===== config.mk =====
export PLATFORM = sky130hd
export DESIGN_NAME = atc_top
export DESIGN_NICKNAME = d
export VERILOG_FILES = /design/src/design/atc_pkg.sv /design/src/design/atc_core.sv /design/src/design/atc_top.sv
export VERILOG_INCLUDE_DIRS = /design/src /design/src/design
export SDC_FILE = /design/constraint.sdc
export NUM_CORES = 1
export LEC_CHECK = 0
export BUFFER_PORTS_ARGS = -buffer_cell sky130_fd_sc_hd__buf_2
export CORE_ASPECT_RATIO = 1.4
export CORE_MARGIN = 3
export CORE_UTILIZATION = 40
export DETAILED_ROUTE_END_ITERATION = 10
export SLEW_MARGIN = 0
export SYNTH_ARGS = -nofsm -noshare
export SYNTH_HDL_FRONTEND = slang
export SYNTH_SLANG_ARGS = --single-unit

===== constraint.sdc =====
create_clock -name clock -period 3.22 [get_ports clock]
set_clock_uncertainty 0.15 [all_clocks]
set_input_delay 0.161 -clock clock [delete_from_list [all_inputs] [get_ports clock]]
set_output_delay 0.161 -clock clock [all_outputs]
set_load 0.01 [all_outputs]

===== src/design/atc_params.svh =====
// register map, field positions, reset values and sync timing of the tick counter
`ifndef ATC_PARAMS_SVH
`define ATC_PARAMS_SVH

// register indices; byte address on the bus is four times the index
`define ATC_IDX_DIVIDER_CONTROL 4'h0
`define ATC_IDX_SYNC_STATUS     4'h1
`define ATC_IDX_IRQ_LEVEL_CTRL  4'h2
`define ATC_IDX_IRQ_FLAG_BITS   4'h3
`define ATC_IDX_BYTE_STAGE      4'h4
`define ATC_IDX_COUNT_LOW       4'h8
`define ATC_IDX_COUNT_HIGH      4'h9
`define ATC_IDX_TOP_LOW         4'ha
`define ATC_IDX_TOP_HIGH        4'hb
`define ATC_IDX_MATCH_LOW       4'hc
`define ATC_IDX_MATCH_HIGH      4'hd

// field positions
`define ATC_DIV_MSB        2
`define ATC_MATCH_LVL_MSB  3
`define ATC_MATCH_LVL_LSB  2
`define ATC_WRAP_LVL_MSB   1
`define ATC_WRAP_LVL_LSB   0
`define ATC_MATCH_FLAG_BIT 1
`define ATC_WRAP_FLAG_BIT  0
`define ATC_PENDING_BIT    0

// reset values
`define ATC_TOP_RESET   16'hffff
`define ATC_MATCH_RESET 16'h0000
`define ATC_COUNT_RESET 16'h0000
`define ATC_BYTE_RESET  8'h00

// documented widths
`define ATC_COUNT_WIDTH 16
`define ATC_PRE_WIDTH   10

// reference edges between a register update and its effect
`define ATC_SYNC_REF_EDGES 2

`endif


===== src/design/atc_pkg.sv =====
// types shared by the tick counter modules
package atc_pkg;

    typedef enum logic [2:0] {
        ATC_DIV_OFF  = 3'h0,
        ATC_DIV_1    = 3'h1,
        ATC_DIV_2    = 3'h2,
        ATC_DIV_8    = 3'h3,
        ATC_DIV_16   = 3'h4,
        ATC_DIV_64   = 3'h5,
        ATC_DIV_256  = 3'h6,
        ATC_DIV_1024 = 3'h7
    } atc_div_t;

    typedef enum logic [1:0] {
        ATC_SYNC_IDLE  = 2'h0,
        ATC_SYNC_WAIT0 = 2'h1,
        ATC_SYNC_WAIT1 = 2'h2
    } atc_sync_t;

    typedef struct packed {
        logic [15:0] count;
        logic [9:0]  pre;
        logic [1:0]  match_dec;
        logic [1:0]  wrap_dec;
        logic        match_hit;
        logic        wrap_hit;
        logic        match_event;
        logic        wrap_event;
    } atc_core_state_t;

    typedef struct packed {
        logic        ref_q;
        atc_sync_t   sync;
        atc_div_t    div_stage;
        atc_div_t    div_act;
        logic [15:0] top_stage;
        logic [15:0] top_act;
        logic [15:0] match_stage;
        logic [15:0] match_act;
        logic [15:0] count_stage;
        logic        count_wr;
        logic [3:0]  lvl;
        logic [1:0]  flags;
        logic [7:0]  stage;
        logic        dp_write;
        logic [3:0]  dp_idx;
        logic        dp_mapped;
        logic [31:0] hrdata;
        logic        hreadyout;
        logic        match_irq;
        logic        wrap_irq;
    } atc_top_state_t;

endpackage


===== src/design/atc_core.sv =====
// prescaler, 16-bit counter, compare and wrap detection, event thinning
`timescale 1ns/1ns
`default_nettype none
`include "atc_params.svh"

module atc_core
#(
    parameter int PRE_W = `ATC_PRE_WIDTH,
    parameter int CNT_W = `ATC_COUNT_WIDTH
)
(
    input  wire logic             clock,
    input  wire logic             arst_n,
    input  wire logic             ref_rise,
    input  wire atc_pkg::atc_div_t div_code,
    input  wire logic [CNT_W-1:0] top,
    input  wire logic [CNT_W-1:0] match,
    input  wire logic             load_en,
    input  wire logic [CNT_W-1:0] load_val,
    output logic      [CNT_W-1:0] count,
    output logic                  match_hit,
    output logic                  wrap_hit,
    output logic                  match_event,
    output logic                  wrap_event
);
    import atc_pkg::*;

    if (PRE_W != `ATC_PRE_WIDTH || CNT_W != `ATC_COUNT_WIDTH)
    begin : g_bad_width
        $error("atc_core supports only a 10-bit prescaler and a 16-bit counter");
    end

    function automatic logic [9:0] div_mask(input atc_div_t code);
        case (code)
            ATC_DIV_2:    div_mask = 10'h001;
            ATC_DIV_8:    div_mask = 10'h007;
            ATC_DIV_16:   div_mask = 10'h00f;
            ATC_DIV_64:   div_mask = 10'h03f;
            ATC_DIV_256:  div_mask = 10'h0ff;
            ATC_DIV_1024: div_mask = 10'h3ff;
            default:      div_mask = 10'h000;
        endcase
    endfunction

    // returns {event, next decimation count}; tiny tops thin the events
    function automatic logic [2:0] ev_step(input logic [1:0] dec, input logic [15:0] t);
        logic [1:0] last;
        last = (t == 16'h0000) ? 2'h2 : ((t == 16'h0001) ? 2'h1 : 2'h0);
        if (dec >= last)
            ev_step = {1'b1, 2'h0};
        else
            ev_step = {1'b0, dec + 2'h1};
    endfunction

    atc_core_state_t s_q;
    atc_core_state_t s_d;
    logic            tick;
    logic [2:0]      mstep;
    logic [2:0]      wstep;

    always_comb
    begin
        s_d = s_q;
        s_d.match_hit = 1'b0;
        s_d.wrap_hit = 1'b0;
        s_d.match_event = 1'b0;
        s_d.wrap_event = 1'b0;
        tick = 1'b0;
        mstep = ev_step(s_q.match_dec, top);
        wstep = ev_step(s_q.wrap_dec, top);
        // no gating by any sleep state: the counter keeps running (see)
        if (ref_rise)
        begin
            s_d.pre = s_q.pre + 10'h001;
            tick = (div_code != ATC_DIV_OFF) && ((s_q.pre & div_mask(div_code)) == div_mask(div_code));
        end
        if (tick)
        begin
            if (s_q.count == top)
            begin
                s_d.count = `ATC_COUNT_RESET;
                s_d.wrap_hit = 1'b1;
                s_d.wrap_event = wstep[2];
                s_d.wrap_dec = wstep[1:0];
            end
            else
                s_d.count = s_q.count + 16'h0001;
            // a match beyond the top can never fire (see)
            if (s_q.count == match && match <= top)
            begin
                s_d.match_hit = 1'b1;
                s_d.match_event = mstep[2];
                s_d.match_dec = mstep[1:0];
            end
        end
        if (load_en)
            s_d.count = load_val;
    end

    always_ff @(posedge clock or negedge arst_n)
    begin
        if (!arst_n)
            s_q <= '0;
        else
            s_q <= s_d;
    end

    assign count = s_q.count;
    assign match_hit = s_q.match_hit;
    assign wrap_hit = s_q.wrap_hit;
    assign match_event = s_q.match_event;
    assign wrap_event = s_q.wrap_event;

    property p_wrap_zero;
        @(posedge clock) disable iff (!arst_n)
        tick && !load_en && s_q.count == top |=> s_q.count == 16'h0000 && s_q.wrap_hit;
    endproperty
    a_wrap_zero: assert property (p_wrap_zero) else $error("count did not wrap at top");

    property p_step_one;
        @(posedge clock) disable iff (!arst_n)
        tick && !load_en && s_q.count != top |=> s_q.count == $past(s_q.count) + 16'h0001;
    endproperty
    a_step_one: assert property (p_step_one) else $error("count did not step by one");

    property p_off_stops;
        @(posedge clock) disable iff (!arst_n)
        div_code == ATC_DIV_OFF && !load_en |=> $stable(s_q.count) && !s_q.wrap_hit;
    endproperty
    a_off_stops: assert property (p_off_stops) else $error("counter moved while stopped");

    property p_match_fires;
        @(posedge clock) disable iff (!arst_n)
        tick && s_q.count == match && match <= top |=> s_q.match_hit;
    endproperty
    a_match_fires: assert property (p_match_fires) else $error("compare match missed");

    property p_match_beyond_top;
        @(posedge clock) disable iff (!arst_n)
        match > top |=> !s_q.match_hit;
    endproperty
    a_match_beyond_top: assert property (p_match_beyond_top) else $error("match fired above top");

    property p_event_every_hit;
        @(posedge clock) disable iff (!arst_n)
        s_q.wrap_hit && $past(top) >= 16'h0002 |-> s_q.wrap_event;
    endproperty
    a_event_every_hit: assert property (p_event_every_hit) else $error("wrap event dropped");

endmodule

`default_nettype wire


===== src/design/atc_top.sv =====
// async tick counter: AHB-Lite register slave, update synchronisation, flags and requests
`timescale 1ns/1ns
`default_nettype none
`include "atc_params.svh"

// Contract
// the 16-bit count steps by one on each prescaled reference rising edge
// a 10-bit prescaler divides the reference before the counter
// divider code 0 stops counting; codes 1..7 divide by 1,2,8,16,64,256,1024
// compare request or event on the first count after count equals match
// wrap request or event after count equals top; the wrap clears the count
// events thinned to every third at top 0, every second at top 1
// sync-pending status is set during domain crossing and self-clears when done
// a count write reaches the counter two reference cycles later
// software checks sync-pending is clear before writing the count
// match level field enables the compare request, asserted while match flag set
// wrap level field enables the wrap request, asserted while wrap flag set
// match flag sets after a compare; cleared by vector or writing one
// wrap flag sets after a wrap; cleared by vector or writing one
// low byte writes go to the stage; low byte reads stage the high byte
// software writes zeros to reserved bit positions
// the counter keeps running in sleep and can wake or interrupt
// counting runs from the reference; updates pass a synchronisation delay
// no compare match is ever produced while match exceeds top
// top resets to all ones so the counter wraps at full range
// bus writes cross by request and acknowledge driving sync-pending
// reserved and read-only bits ignore writes and read as zero
module atc_top
(
    input  wire logic        clock,
    input  wire logic        arst_n,
    input  wire logic        ref_clk_in,
    input  wire logic        hsel,
    input  wire logic [31:0] haddr,
    input  wire logic [1:0]  htrans,
    input  wire logic        hwrite,
    input  wire logic [2:0]  hsize,
    input  wire logic [31:0] hwdata,
    input  wire logic        hready,
    input  wire logic        match_vec_ack,
    input  wire logic        wrap_vec_ack,
    output logic      [31:0] hrdata,
    output logic             hreadyout,
    output logic             hresp,
    output logic             match_irq_req,
    output logic      [1:0]  match_irq_level,
    output logic             wrap_irq_req,
    output logic      [1:0]  wrap_irq_level,
    output logic             match_event,
    output logic             wrap_event
);
    import atc_pkg::*;

    atc_top_state_t s_q;
    atc_top_state_t s_d;

    logic        ref_rise;
    logic        addr_ok;
    logic [3:0]  a_idx;
    logic        a_mapped;
    logic        wr_now;
    logic        wr_sync;
    logic        apply;
    logic [7:0]  wbyte;
    logic [15:0] core_count;
    logic        core_match_hit;
    logic        core_wrap_hit;
    logic [1:0]  flag_clr;
    logic [1:0]  flag_set;

    // registers live in a 64-byte window; anything above reads zero
    function automatic logic idx_mapped(input logic [31:0] a);
        logic [3:0] i;
        i = a[5:2];
        if (a[31:6] != 26'h000_0000)
            idx_mapped = 1'b0;
        else if (i <= `ATC_IDX_BYTE_STAGE)
            idx_mapped = 1'b1;
        else if (i >= `ATC_IDX_COUNT_LOW && i <= `ATC_IDX_MATCH_HIGH)
            idx_mapped = 1'b1;
        else
            idx_mapped = 1'b0;
    endfunction

    // the reference is a synchronous input; one flop gives its rising edge
    assign ref_rise = ref_clk_in & ~s_q.ref_q;

    assign addr_ok = hsel && htrans[1] && hready;
    assign a_idx = haddr[5:2];
    assign a_mapped = idx_mapped(haddr);
    assign wr_now = s_q.dp_write && s_q.dp_mapped;
    assign wbyte = hwdata[7:0];

    always_comb
    begin
        wr_sync = 1'b0;
        if (wr_now)
        begin
            if (s_q.dp_idx == `ATC_IDX_DIVIDER_CONTROL)
                wr_sync = 1'b1;
            else if (s_q.dp_idx == `ATC_IDX_COUNT_HIGH)
                wr_sync = 1'b1;
            else if (s_q.dp_idx == `ATC_IDX_TOP_HIGH)
                wr_sync = 1'b1;
            else if (s_q.dp_idx == `ATC_IDX_MATCH_HIGH)
                wr_sync = 1'b1;
        end
    end

    // the staged values reach the counter on the second reference edge
    assign apply = (s_q.sync == ATC_SYNC_WAIT1) && ref_rise && !wr_sync;

    assign flag_set = {core_match_hit, core_wrap_hit};

    always_comb
    begin
        flag_clr = 2'b00;
        if (wr_now && s_q.dp_idx == `ATC_IDX_IRQ_FLAG_BITS)
            flag_clr = wbyte[1:0];
        flag_clr[`ATC_MATCH_FLAG_BIT] = flag_clr[`ATC_MATCH_FLAG_BIT] | match_vec_ack;
        flag_clr[`ATC_WRAP_FLAG_BIT] = flag_clr[`ATC_WRAP_FLAG_BIT] | wrap_vec_ack;
    end

    always_comb
    begin
        s_d = s_q;
        s_d.ref_q = ref_clk_in;
        s_d.hreadyout = 1'b1;

        // data phase: writes land now, hwdata is valid in this cycle
        if (wr_now)
        begin
            if (s_q.dp_idx == `ATC_IDX_DIVIDER_CONTROL)
                s_d.div_stage = atc_div_t'(wbyte[`ATC_DIV_MSB:0]);
            else if (s_q.dp_idx == `ATC_IDX_IRQ_LEVEL_CTRL)
                s_d.lvl = wbyte[3:0];
            else if (s_q.dp_idx == `ATC_IDX_BYTE_STAGE)
                s_d.stage = wbyte;
            else if (s_q.dp_idx == `ATC_IDX_COUNT_LOW || s_q.dp_idx == `ATC_IDX_TOP_LOW
                     || s_q.dp_idx == `ATC_IDX_MATCH_LOW)
                s_d.stage = wbyte;
            else if (s_q.dp_idx == `ATC_IDX_COUNT_HIGH)
            begin
                s_d.count_stage = {wbyte, s_q.stage};
                s_d.count_wr = 1'b1;
            end
            else if (s_q.dp_idx == `ATC_IDX_TOP_HIGH)
                s_d.top_stage = {wbyte, s_q.stage};
            else if (s_q.dp_idx == `ATC_IDX_MATCH_HIGH)
                s_d.match_stage = {wbyte, s_q.stage};
        end

        // crossing handshake: a write requests, the second reference edge acknowledges
        case (s_q.sync)
            ATC_SYNC_IDLE:
            begin
                if (wr_sync)
                    s_d.sync = ATC_SYNC_WAIT0;
            end
            ATC_SYNC_WAIT0:
            begin
                if (wr_sync)
                    s_d.sync = ATC_SYNC_WAIT0;
                else if (ref_rise)
                    s_d.sync = ATC_SYNC_WAIT1;
            end
            ATC_SYNC_WAIT1:
            begin
                // a fresh write restarts the crossing so no update is lost
                if (wr_sync)
                    s_d.sync = ATC_SYNC_WAIT0;
                else if (ref_rise)
                    s_d.sync = ATC_SYNC_IDLE;
            end
            default:
                s_d.sync = ATC_SYNC_IDLE;
        endcase

        if (apply)
        begin
            s_d.div_act = s_q.div_stage;
            s_d.top_act = s_q.top_stage;
            s_d.match_act = s_q.match_stage;
            s_d.count_wr = 1'b0;
        end

        // a hardware set in the same cycle beats any clear
        s_d.flags = (s_q.flags & ~flag_clr) | flag_set; // see
        s_d.match_irq = s_d.flags[`ATC_MATCH_FLAG_BIT]
                        && (s_d.lvl[`ATC_MATCH_LVL_MSB:`ATC_MATCH_LVL_LSB] != 2'h0);
        s_d.wrap_irq = s_d.flags[`ATC_WRAP_FLAG_BIT]
                       && (s_d.lvl[`ATC_WRAP_LVL_MSB:`ATC_WRAP_LVL_LSB] != 2'h0);

        // address phase: capture the transfer and prepare read data for the data phase
        s_d.dp_write = 1'b0;
        s_d.dp_mapped = 1'b0;
        if (addr_ok)
        begin
            s_d.dp_write = hwrite;
            s_d.dp_idx = a_idx;
            s_d.dp_mapped = a_mapped;
            s_d.hrdata = 32'h0000_0000;
            if (!hwrite && a_mapped)
            begin
                if (a_idx == `ATC_IDX_DIVIDER_CONTROL)
                    s_d.hrdata[`ATC_DIV_MSB:0] = s_q.div_stage;
                else if (a_idx == `ATC_IDX_SYNC_STATUS)
                    s_d.hrdata[`ATC_PENDING_BIT] = (s_q.sync != ATC_SYNC_IDLE);
                else if (a_idx == `ATC_IDX_IRQ_LEVEL_CTRL)
                    s_d.hrdata[3:0] = s_q.lvl;
                else if (a_idx == `ATC_IDX_IRQ_FLAG_BITS)
                    s_d.hrdata[1:0] = s_q.flags;
                else if (a_idx == `ATC_IDX_BYTE_STAGE)
                    s_d.hrdata[7:0] = s_q.stage;
                else if (a_idx == `ATC_IDX_COUNT_LOW)
                begin
                    s_d.hrdata[7:0] = core_count[7:0];
                    s_d.stage = core_count[15:8];
                end
                else if (a_idx == `ATC_IDX_TOP_LOW)
                begin
                    s_d.hrdata[7:0] = s_q.top_stage[7:0];
                    s_d.stage = s_q.top_stage[15:8];
                end
                else if (a_idx == `ATC_IDX_MATCH_LOW)
                begin
                    s_d.hrdata[7:0] = s_q.match_stage[7:0];
                    s_d.stage = s_q.match_stage[15:8];
                end
                else
                    s_d.hrdata[7:0] = s_q.stage;
            end
        end
    end

    always_ff @(posedge clock or negedge arst_n)
    begin
        if (!arst_n)
        begin
            s_q <= '0;
            s_q.top_stage <= `ATC_TOP_RESET;
            s_q.top_act <= `ATC_TOP_RESET;
            s_q.match_stage <= `ATC_MATCH_RESET;
            s_q.match_act <= `ATC_MATCH_RESET;
            s_q.div_stage <= ATC_DIV_OFF;
            s_q.div_act <= ATC_DIV_OFF;
            s_q.sync <= ATC_SYNC_IDLE;
        end
        else
            s_q <= s_d;
    end

    atc_core u_core
    (
        .clock      (clock),
        .arst_n     (arst_n),
        .ref_rise   (ref_rise),
        .div_code   (s_q.div_act),
        .top        (s_q.top_act),
        .match      (s_q.match_act),
        .load_en    (apply && s_q.count_wr),
        .load_val   (s_q.count_stage),
        .count      (core_count),
        .match_hit  (core_match_hit),
        .wrap_hit   (core_wrap_hit),
        .match_event(match_event),
        .wrap_event (wrap_event)
    );

    assign hrdata = s_q.hrdata;
    assign hreadyout = s_q.hreadyout;
    assign hresp = 1'b0;
    assign match_irq_req = s_q.match_irq;
    assign wrap_irq_req = s_q.wrap_irq;
    assign match_irq_level = s_q.lvl[`ATC_MATCH_LVL_MSB:`ATC_MATCH_LVL_LSB];
    assign wrap_irq_level = s_q.lvl[`ATC_WRAP_LVL_MSB:`ATC_WRAP_LVL_LSB];

    property p_pending_on_write;
        @(posedge clock) disable iff (!arst_n)
        wr_sync |=> s_q.sync == ATC_SYNC_WAIT0;
    endproperty
    a_pending_on_write: assert property (p_pending_on_write) else $error("sync pending not raised");

    property p_count_load;
        @(posedge clock) disable iff (!arst_n)
        apply && s_q.count_wr |=> core_count == $past(s_q.count_stage) && s_q.sync == ATC_SYNC_IDLE;
    endproperty
    a_count_load: assert property (p_count_load) else $error("count write not applied");

    property p_match_flag_set;
        @(posedge clock) disable iff (!arst_n)
        core_match_hit |=> s_q.flags[1];
    endproperty
    a_match_flag_set: assert property (p_match_flag_set) else $error("match flag not set");

    property p_wrap_flag_set;
        @(posedge clock) disable iff (!arst_n)
        core_wrap_hit |=> s_q.flags[0];
    endproperty
    a_wrap_flag_set: assert property (p_wrap_flag_set) else $error("wrap flag not set");

    property p_match_req;
        @(posedge clock) disable iff (!arst_n)
        match_irq_req == (s_q.flags[1] && match_irq_level != 2'h0);
    endproperty
    a_match_req: assert property (p_match_req) else $error("match request mismatch");

    property p_wrap_req;
        @(posedge clock) disable iff (!arst_n)
        wrap_irq_req == (s_q.flags[0] && wrap_irq_level != 2'h0);
    endproperty
    a_wrap_req: assert property (p_wrap_req) else $error("wrap request mismatch");

    property p_low_read_stages;
        @(posedge clock) disable iff (!arst_n)
        addr_ok && !hwrite && a_mapped && a_idx == `ATC_IDX_COUNT_LOW |=> s_q.stage == $past(core_count[15:8]);
    endproperty
    a_low_read_stages: assert property (p_low_read_stages) else $error("high byte not staged");

endmodule

`default_nettype wire


Word level (Yosys, flattened, before mapping)
Index checks and enable logic that the tools add are counted.
{"block": "word_totals", "elab_cells": 196, "reg_bits": 155, "latch_bits": 0, "romBits": 0, "mem_bits_rw": 0, "output_inout_bits": 42, "n_memories": 0}
{"block": "op_classes", "add_sub_neg": 4, "shift": 0, "n_div": 0, "n_mul": 0, "bitwise_logic": 14, "muxes": 72, "n_lt_le_gt_ge": 6, "eq_ne": 35, "n_reduce_logical": 37}
{"cell": "$mux W8", "n": 25}
{"cell": "$pmux W10 S6", "n": 1}
{"cell": "$mux W16", "n": 3}
{"cell": "$mux W46", "n": 1}
{"cell": "$eq A4 B4 Y1 const B", "n": 9}
{"cell": "$eq A16 B16 Y1", "n": 2}
{"cell": "$reduce_bool A26 Y1", "n": 1}
{"cell": "$mux W1", "n": 20}
{"cell": "$add A16 B1 Y16 const B", "n": 1}
{"cell": "$eq A16 B1 Y1 const B", "n": 1}
{"cell": "$eq A4 B2 Y1 const B", "n": 4}
{"cell": "$le A16 B16 Y1", "n": 1}
{"cell": "$logic_not A16 Y1", "n": 1}
{"cell": "$mux W2", "n": 8}
{"cell": "$mux W4", "n": 4}
{"cell": "$mux W5", "n": 3}
{"cell": "$logic_and A1 B1 Y1", "n": 13}
{"cell": "$eq A3 B3 Y1 const B", "n": 4}
{"cell": "$reduce_and A6 Y1", "n": 2}
{"cell": "$reduce_bool A2 Y1", "n": 6}
{"cell": "$add A10 B1 Y10 const B", "n": 1}
{"cell": "$and A10 B10 Y10", "n": 1}
{"cell": "$eq A10 B10 Y1", "n": 1}
{"cell": "$mux W10", "n": 1}
{"cell": "other kinds (31)", "n": 54}

Logic depth before layout (Yosys ltp)
Gate-level depths: netlist (run 1).
{"block": "depth", "depth_word": 18, "ltp_mapped": 9, "mapped_depth_nobuf": 9}

By module
A second synthesis (run 1) with hierarchy kept.
{"block": "unflattened", "cells_unflattened": 848, "hier_area_um2": 8817.2}
{"module": "atc_top", "instances": 1, "area_each_um2": 5984.5, "cells_per_inst": 503}
{"module": "atc_core", "instances": 1, "area_each_um2": 2832.7, "cells_per_inst": 345}

Least setup slack after synthesis (run 1)
No wires, ideal clock.
{"block": "synth_path", "path_type": "register -> register", "startpoint": "reg s_q[118] (netlist name)", "endpoint": "reg u_core.s_q[7] (netlist name)", "t_arrival_ns": 2.229, "setup_ns": 0.121, "t_required_ns": 2.949, "setup_slack_ns": 0.720, "synth_period_minus_slack_ns": 2.500, "stages_incl_launch_ff": 9, "path_cell_list": "dfstp_2 > inv_1 > ha_1 > a21oi_1 > nand2_1 > a221o_1 > o31a_1 > or3_1 > a22o_1"}
{"block": "synth_between", "elab_chain_len": 5, "word_cells_on_any_way": 9, "classes_between": "2 x order compare; 1 x eq/ne; 3 x mux; 3 x reduce/logical"}
{"element": "start: declaration", "line_no": "atc_top.sv:54", "text": "atc_top_state_t s_q;"}
{"element": "$eq A16 B1 Y1", "line_no": "atc_core.sv:48", "text": "last = (t == 16'h0000) ? 2'h2 : ((t == 16'h0001) ? 2'h1 : 2'h0);"}
{"element": "$mux W1", "line_no": "atc_core.sv:48"}
{"element": "$mux W2", "line_no": "atc_core.sv:48"}
{"element": "$ge A2 B2 Y1", "line_no": "atc_core.sv:49", "text": "if (dec >= last)"}
{"element": "$mux W3", "line_no": "atc_core.sv:49"}
{"element": "end signal: assignment", "line_no": "atc_core.sv:103", "text": "s_q <= '0;"}
{"element": "end signal: assignment", "line_no": "atc_core.sv:105", "text": "s_q <= s_d;"}
{"element": "end: declaration", "line_no": "atc_core.sv:55", "text": "atc_core_state_t s_q;"}
Several ways; a longest one is shown, not always the timed one.
A chain may end at the register's enable or synchronous reset.

==> results.json, run 1 <==
{
  "grt_use_total": 0.194,
  "route.detailed.drc": 0,
  "cp_data_required_time_ns": 3.41,
  "dieArea_um2": 23000,
  "ys_types": 67,
  "wirelength_um": 21600,
  "synth-edff-count": 0,
  "startpoint_type": "input pin",
  "die_h_um": 178,
  "fmax_ghz": 0.354,
  "worst_slew_pin_slew_ns": 0.875,
  "htreeDepth": 4,
  "drive_gt1_frac": 0.297,
  "crit_path_frequent_cell": "dlygate4sd3_1",
  "synthFlopType": "dfrtp_1",
  "vias": 6032,
  "cp_data_arrival_time_ns": 3.02,
  "root_buffer": "clkbuf_16",
  "diodes": 0,
  "cts_buffers": 17,
  "syn_to_final_growth_pct": 14.3,
  "first_pass_iters": 5,
  "overflow": 0,
  "synth_area_leader_cell": "dfrtp_1",
  "initial_core_util": 0.410,
  "hold_viol": 0,
  "path_cells": "dlygate4sd3_1 > buf_2 > nor4_1 > dlygate4sd3_1 > nand4_1 > nor4_4 > buf_4 > nor3b_2 > nor2_1 > a21oi_1",
  "placementRows": 62,
  "die_w_um": 129,
  "syn_inst": 757,
  "syn_area_um2": 8490,
  "initialDrtViolationCount": 321,
  "vias_per_cell": 5.51,
  "grt_first_pass_wirelength_um": 34000,
  "min_period_over_period": 0.878,
  "slew_violations": 0,
  "grt_max_degree": 75,
  "ys_seq_area_frac": 0.462,
  "maxCapViolCount": 0,
  "synthArstFlopShare": 1.00,
  "insertion_delay_ns": 0.43,
  "min_from": "haddr[5]",
  "wire_per_inst_um": 19.8,
  "worst-path-buf-inv": 4,
  "cp_max_fo": 8,
  "clockBufferDepth": 2,
  "layout_min_cycle_time_ns": 2.83,
  "status": "finished clean",
  "ios": 119,
  "cts.repair.resized": 0,
  "grt_pass1_vias": 5936,
  "yosysWarnings": 0,
  "slowest_stage": "nor3b_2",
  "ant_nets": 0,
  "finalWeightedCongestion": 0.909,
  "clk_pin_slew_worst_paths_ns": 0.06,
  "setup_viol": 0,
  "reg2reg_from": "s_q[118]$_DFFE_PN1P_",
  "grt_setup_unrepaired": "false",
  "core_um2": 20700,
  "synth_seq_cells": 155,
  "yosysTopAreaCellShare": 0.363,
  "hold_path.class": "in -> reg",
  "io_buffers": 63,
  "max-slew-margin-rel": 0.414,
  "total_power_uw": 5080,
  "power_leakage_uw": 0.00454,
  "crit_path_start": "haddr[10]",
  "critical_path_class": "in -> reg",
  "antenna_found_initial": 0,
  "worst_setup_path_end_kind": "register",
  "power_density_nw_per_um2": 524,
  "final_cell_mix": "dfrtp_1, mux2_2, buf_2, nand2_1, nor2_1",
  "avgSynthCellArea_um2": 11.2,
  "cts_tree": "built",
  "final_common_cell": "dfrtp_1",
  "hpwlAfterDp_um": 15800,
  "path_delay_family": "buffers and inverters",
  "slowest_delay_ns": 0.73,
  "synth.area.top_cells": "dfrtp_1, mux2_2, dfstp_2",
  "final_nets": 924,
  "vdd_drop_max_v": 0.000359,
  "setup_tns_ns": 0,
  "cts_sinks": 155
}
-- area by class of cell --
class                      instances  area [µm²]
inverter                          31         116
clock inverter                    10         188
tap                              256         320
sequential                       155        3920
timing repair buffer              96         612
clock buffer                      22         464
multi-input combinational        524        4080
fill                            1925       11000
-- registers in the layout, indices dropped and copies added, names as in the netlist --
signal,count
hrdata,8
hreadyout,1
match_irq_level,2
match_irq_req,1
s_q,106
u_core.count,16
u_core.match_event,1
u_core.match_hit,1
u_core.s_q,14
u_core.wrap_event,1
u_core.wrap_hit,1
wrap_irq_level,2
wrap_irq_req,1
-- stage by stage --
| step | std cells | hold WS (ns) | area [µm²] | utilization | worst slack [ns] |
|---|---|---|---|---|---|
| 6_report | 1094 | 0.0734 | 9700 | 0.468 | 0.391 |
| 5_1_grt | 1094 | 0.125 | 9700 | 0.468 | 0.163 |
| 2_1_floorplan | 781 | -0.285 | 8580 | - | 0.720 |
| 4_1_cts | 1094 | 0.0561 | 9700 | 0.468 | 0.394 |
| 3_3_place_gp | 1045 | 0.0767 | 8870 | 0.428 | 0.558 |
| 3_5_place_dp | 1045 | 0.0819 | 8870 | 0.428 | 0.542 |
-- repair_timing --
item / in CTS / in global routing
buffers inserted: 0 / 0
hold buffers: 17 / 0
endpoints found under the hold margin: 90 / 0
-- cell families (layout without fill, tap and decap cells) --
logic type      count (synthesis)  in the layout  synth area share
compound gates                130            130             0.110
xor+xnor                       41             41            0.0432
fa+ha+maj                      22             22            0.0324
buf+inv                       102            159            0.0690
flops                         155            155             0.462
mux                           111            111             0.146
other cells                     2             26          0.000885
simple gates                  194            194             0.137
-- final timing paths --
path	endpoint	slack (ns)	depth (start not counted)
hold reg to reg	hrdata[6]$_DFFE_PN0P_	0.32	2
setup reg to reg	u_core.s_q[6]$_DFFE_PN0P_	0.53	8
min in group asynchronous	hrdata[1]$_DFFE_PN0P_	0.16	2
setup / recovery	s_q[46]$_DFF_PN0_	0.39	10
max in group asynchronous	s_q[131]$_DFFE_PN1P_	1.85	3
hold / removal	s_q[39]$_DFFE_PN0P_	0.07	3
-- Yosys cell counts (16+ instances only) --
cell and instances:
dfstp_2 32, dfrtp_1 123, mux2_2 85, inv_1 31
ha_1 22, buf_4 40, nor2_1 33, xor2_1 18
o21ai_0 25, nand2_1 43, xnor2_1 22, mux2_1 16
a21oi_1 26
-- worst reg2reg max path, stage by stage (launching register included) --
cell and delay [ns]:
dfstp_2 0.55, inv_1 0.05, ha_1 0.30, a21oi_1 0.16
nand2_1 0.07, a221o_1 0.36, o31a_1 0.35, nor2_1 0.23
mux2_2 0.36
-- where the power goes --
group	internal, µW	switching (µW)
clock network	1420	811
logic	276	384
registers	2050	138
-- layer usage --
metal	part of all wire	up-vias	wire, µm	global-route usage
met3	0.034	42	729	0.0279
met1	0.42	3002	9030	0.234
met2	0.51	183	11100	0.342
li1	-	2805	-	-
met5	0	-	0	0
met4	0.035	0	762	0.0819
No activity file was read; power rests on OpenSTA's default activity.
==> inputs of run 2 (changes only) <==
--- a/config.mk
+++ b/config.mk
@@ -6,11 +6,13 @@
 export SDC_FILE = /design/constraint.sdc
 export NUM_CORES = 1
 export LEC_CHECK = 0
+export ABC_AREA = 1
 export BUFFER_PORTS_ARGS = -buffer_cell sky130_fd_sc_hd__buf_2
 export CORE_ASPECT_RATIO = 1.4
 export CORE_MARGIN = 3
 export CORE_UTILIZATION = 40
 export DETAILED_ROUTE_END_ITERATION = 10
+export MAX_ROUTING_LAYER = met4
 export SLEW_MARGIN = 0
 export SYNTH_ARGS = -nofsm -noshare
 export SYNTH_HDL_FRONTEND = slang
==> run 2 against run 1 <==
  * First-iteration DRC count increased by 58%
  * Largest power group is now registers
  * Worst setup slack got worse by 0.20 ns
  * Critical path depth increased by 5
  * Hold slack got worse by 0.049 ns
  * Fmax decreased by 6.7%
  * Sequential cell count unchanged
  * Die area increased by 5.2%
  * Synthesized cell count increased by 57%
==> results.json, run 2 <==
{
  "finalWeightedCongestion": 0.900,
  "vias_per_cell": 4.92,
  "cts_tree": "built",
  "syn_to_final_growth_pct": 14.4,
  "worst_slew_pin_slew_ns": 0.800,
  "initial_core_util": 0.408,
  "grt_max_degree": 82,
  "final_common_cell": "nand2_1",
  "vdd_drop_max_v": 0.000348,
  "max-slew-margin-rel": 0.466,
  "power_leakage_uw": 0.00525,
  "io_buffers": 63,
  "postPlaceCellArea_um2": 9320,
  "layout_min_cycle_time_ns": 3.03,
  "syn_inst": 1185,
  "ant_nets": 0,
  "route.detailed.drc": 0,
  "ys_seq_area_frac": 0.438,
  "synthFlopType": "dfrtp_1",
  "final_nets": 1345,
  "synth_area_leader_cell": "dfrtp_1",
  "seq_area_um2": 3920,
  "grt_setup_unrepaired": "false",
  "p_int_uw": 4260,
  "wire_per_inst_um": 15.5,
  "synth-edff-count": 0,
  "seqPwrFrac": 0.415,
  "clk_pin_slew_worst_paths_ns": 0.06,
  "cts_sinks": 155,
  "root_buffer": "clkbuf_16",
  "fmax_ghz": 0.330,
  "p_comb_frac": 0.230,
  "synth_common_cells": "nand2_1, inv_1, dfrtp_1",
  "min_period_over_period": 0.942,
  "cts_buffers": 17,
  "cp_data_arrival_time_ns": 3.20,
  "path_cells": "dlygate4sd3_1 > buf_2 > nor2_1 > dlygate4sd3_1 > nand2_1 > dlygate4sd3_1 > nor2_1 > nand2_1 > nor2_2 > nand4_2 > nor2_4 > buf_12 > nand3_1 > nand2_1 > inv_1",
  "final_cell_area_um2": 10200,
  "synth_seq_cells": 155,
  "grt_use_total": 0.210,
  "hold_viol": 0,
  "nFillCells": 2212,
  "yosysMostFrequentCell": "nand2_1",
  "avgSynthCellArea_um2": 7.55,
  "clockBufferDepth": 2,
  "cp_max_fo": 9,
  "startpoint_type": "input pin",
  "yosysTopAreaCellShare": 0.344,
  "placementRows": 64,
  "grt_pass1_vias": 7208,
  "final_cell_mix": "nand2_1, inv_1, dfrtp_1, o21ai_0, nand3_1",
  "die_w_um": 132,
  "diodes": 0,
  "maxCapViolCount": 0,
  "setup_viol": 0,
  "dieArea_um2": 24200,
  "grt_first_pass_wirelength_um": 38500,
  "core_um2": 21900,
  "slowest_stage": "dlygate4sd3_1",
  "p_clk_frac": 0.354,
  "wirelength_um": 24100,
  "die_h_um": 183,
  "hold_path.class": "in -> reg",
  "vias": 7662,
  "synth.area.top_cells": "dfrtp_1, nand2_1, dfstp_2",
  "largest_reg_flops": 106,
  "hpwlAfterDp_um": 17900,
  "drive_gt1_frac": 0.129,
  "top_register": "s_q",
  "multi_input_area_um2": 4080,
  "syn_area_um2": 8940,
  "first_pass_iters": 5,
  "overflow": 0,
  "worst-path-buf-inv": 6,
  "slew_violations": 0,
  "ios": 119,
  "synthArstFlopShare": 1.00,
  "power_density_nw_per_um2": 620,
  "antenna_found_initial": 0,
  "critical_path_class": "in -> reg",
  "initialDrtViolationCount": 506,
  "setup_tns_ns": 0,
  "htreeDepth": 4,
  "worst_setup_path_end_kind": "register",
  "switching_share": 0.330,
  "ys_types": 42,
  "slowest_delay_ns": 0.55,
  "yosysWarnings": 0,
  "status": "finished clean",
  "cp_data_required_time_ns": 3.38,
  "path_delay_family": "buffers and inverters",
  "insertion_delay_ns": 0.43,
  "p_switching_uw": 2090
}
## run 2: cell types whose count changed in the layout (fill, tap and decap cells not counted), moves of 10 or more
cell and change:
nand2_1 +319, inv_1 +101, mux2_2 -85, o21ai_0 +81
nand3_1 +61, nor2_1 +42, nand4_1 +19, mux2_1 -16
nand2b_1 -15, xor2_1 +15, nor4_1 -13, a221o_1 -10
mux2i_1 -10
## run 2: final timing paths
path,cells past startpoint,slack [ns],endpoint,from
setup reg to reg,13,0.92,u_core.s_q[6]$_DFFE_PN0P_,s_q[118]$_DFFE_PN1P_
hold / removal,3,0.02,s_q[139]$_DFFE_PN0P_,hwdata[0]
min in group asynchronous,2,0.17,s_q[87]$_DFFE_PN0P_,arst_n
max in group asynchronous,3,1.85,s_q[127]$_DFFE_PN1P_,arst_n
setup / recovery,15,0.19,s_q[47]$_DFF_PN0_,haddr[10]
hold reg to reg,2,0.32,hrdata[2]$_DFFE_PN0P_,hrdata[2]$_DFFE_PN0P_
## run 2: area by class of cell
cell class                 instances  area share
tap                              297      0.0363
inverter                         140      0.0513
timing repair buffer              99      0.0661
multi-input combinational        833       0.399
clock buffer                      19      0.0433
sequential                       155       0.383
clock inverter                    13      0.0210
## run 2: cells by family (layout without fill, tap and decap cells)
| kind of cell | after synthesis | after routing | share of synthesized area |
|---|---|---|---|
| other | 2 | 26 | 0.000840 |
| and+or+nand+nor | 581 | 581 | 0.276 |
| DFF | 155 | 155 | 0.438 |
| xor gates and xnor gates | 47 | 47 | 0.0460 |
| adders and majority gates | 22 | 22 | 0.0308 |
| buffers and inverters | 221 | 271 | 0.115 |
| AOI/OAI and AO/OA | 157 | 157 | 0.0932 |
## run 2: worst register-to-register path: cells and delay by family, from the launching register on
family / cells / cell delay (ns)
fa+ha+maj: 1 / 0.23
buf+inv: 4 / 0.40
compound gates: 1 / 0.15
simple gates: 7 / 0.94
flops: 1 / 0.38
## run 2: per-layer routing
metal | track usage | share of wire | vias up
li1 | - | - | 3832
met1 | 0.250 | 0.42 | 3551
met2 | 0.347 | 0.50 | 226
met3 | 0.0307 | 0.043 | 53
met4 | 0.109 | 0.043 | 0
met5 | - | 0 | -
## run 2: per-stage QoR
| stage | hold WS (ns) | total power [µW] | util | worst slack, ns | cells |
|---|---|---|---|---|---|
| finish | 0.0246 | 6350 | 0.466 | 0.187 | 1556 |
| global placement | 0.113 | 4070 | 0.425 | 0.969 | 1499 |
| detailed placement | 0.112 | 4110 | 0.425 | 0.931 | 1499 |
| global route | 0.0232 | 6760 | 0.466 | 0.0365 | 1556 |
| CTS | 0.0194 | 6400 | 0.466 | 0.211 | 1555 |
| floorplan | -0.285 | 3710 | - | 1.25 | 1209 |
## run 2: power by group through the flow
stage	Sequential (µW)	Combinational (µW)	Clock, µW
final	2640	1460	2250
after global placement	2660	1410	0
after floorplan	2470	1240	0
after detailed placement	2660	1440	0
after global routing	2690	1700	2370
after CTS	2630	1470	2290
## run 2: what timing repair did
| action | in CTS | in global routing |
|---|---|---|
| setup buffers | 0 | 1 |
| resized for setup | 0 | 0 |
| endpoints found under the setup margin | 0 | 8 |
| hold buffers | 24 | 0 |
| hold endpoints to repair | 86 | 0 |
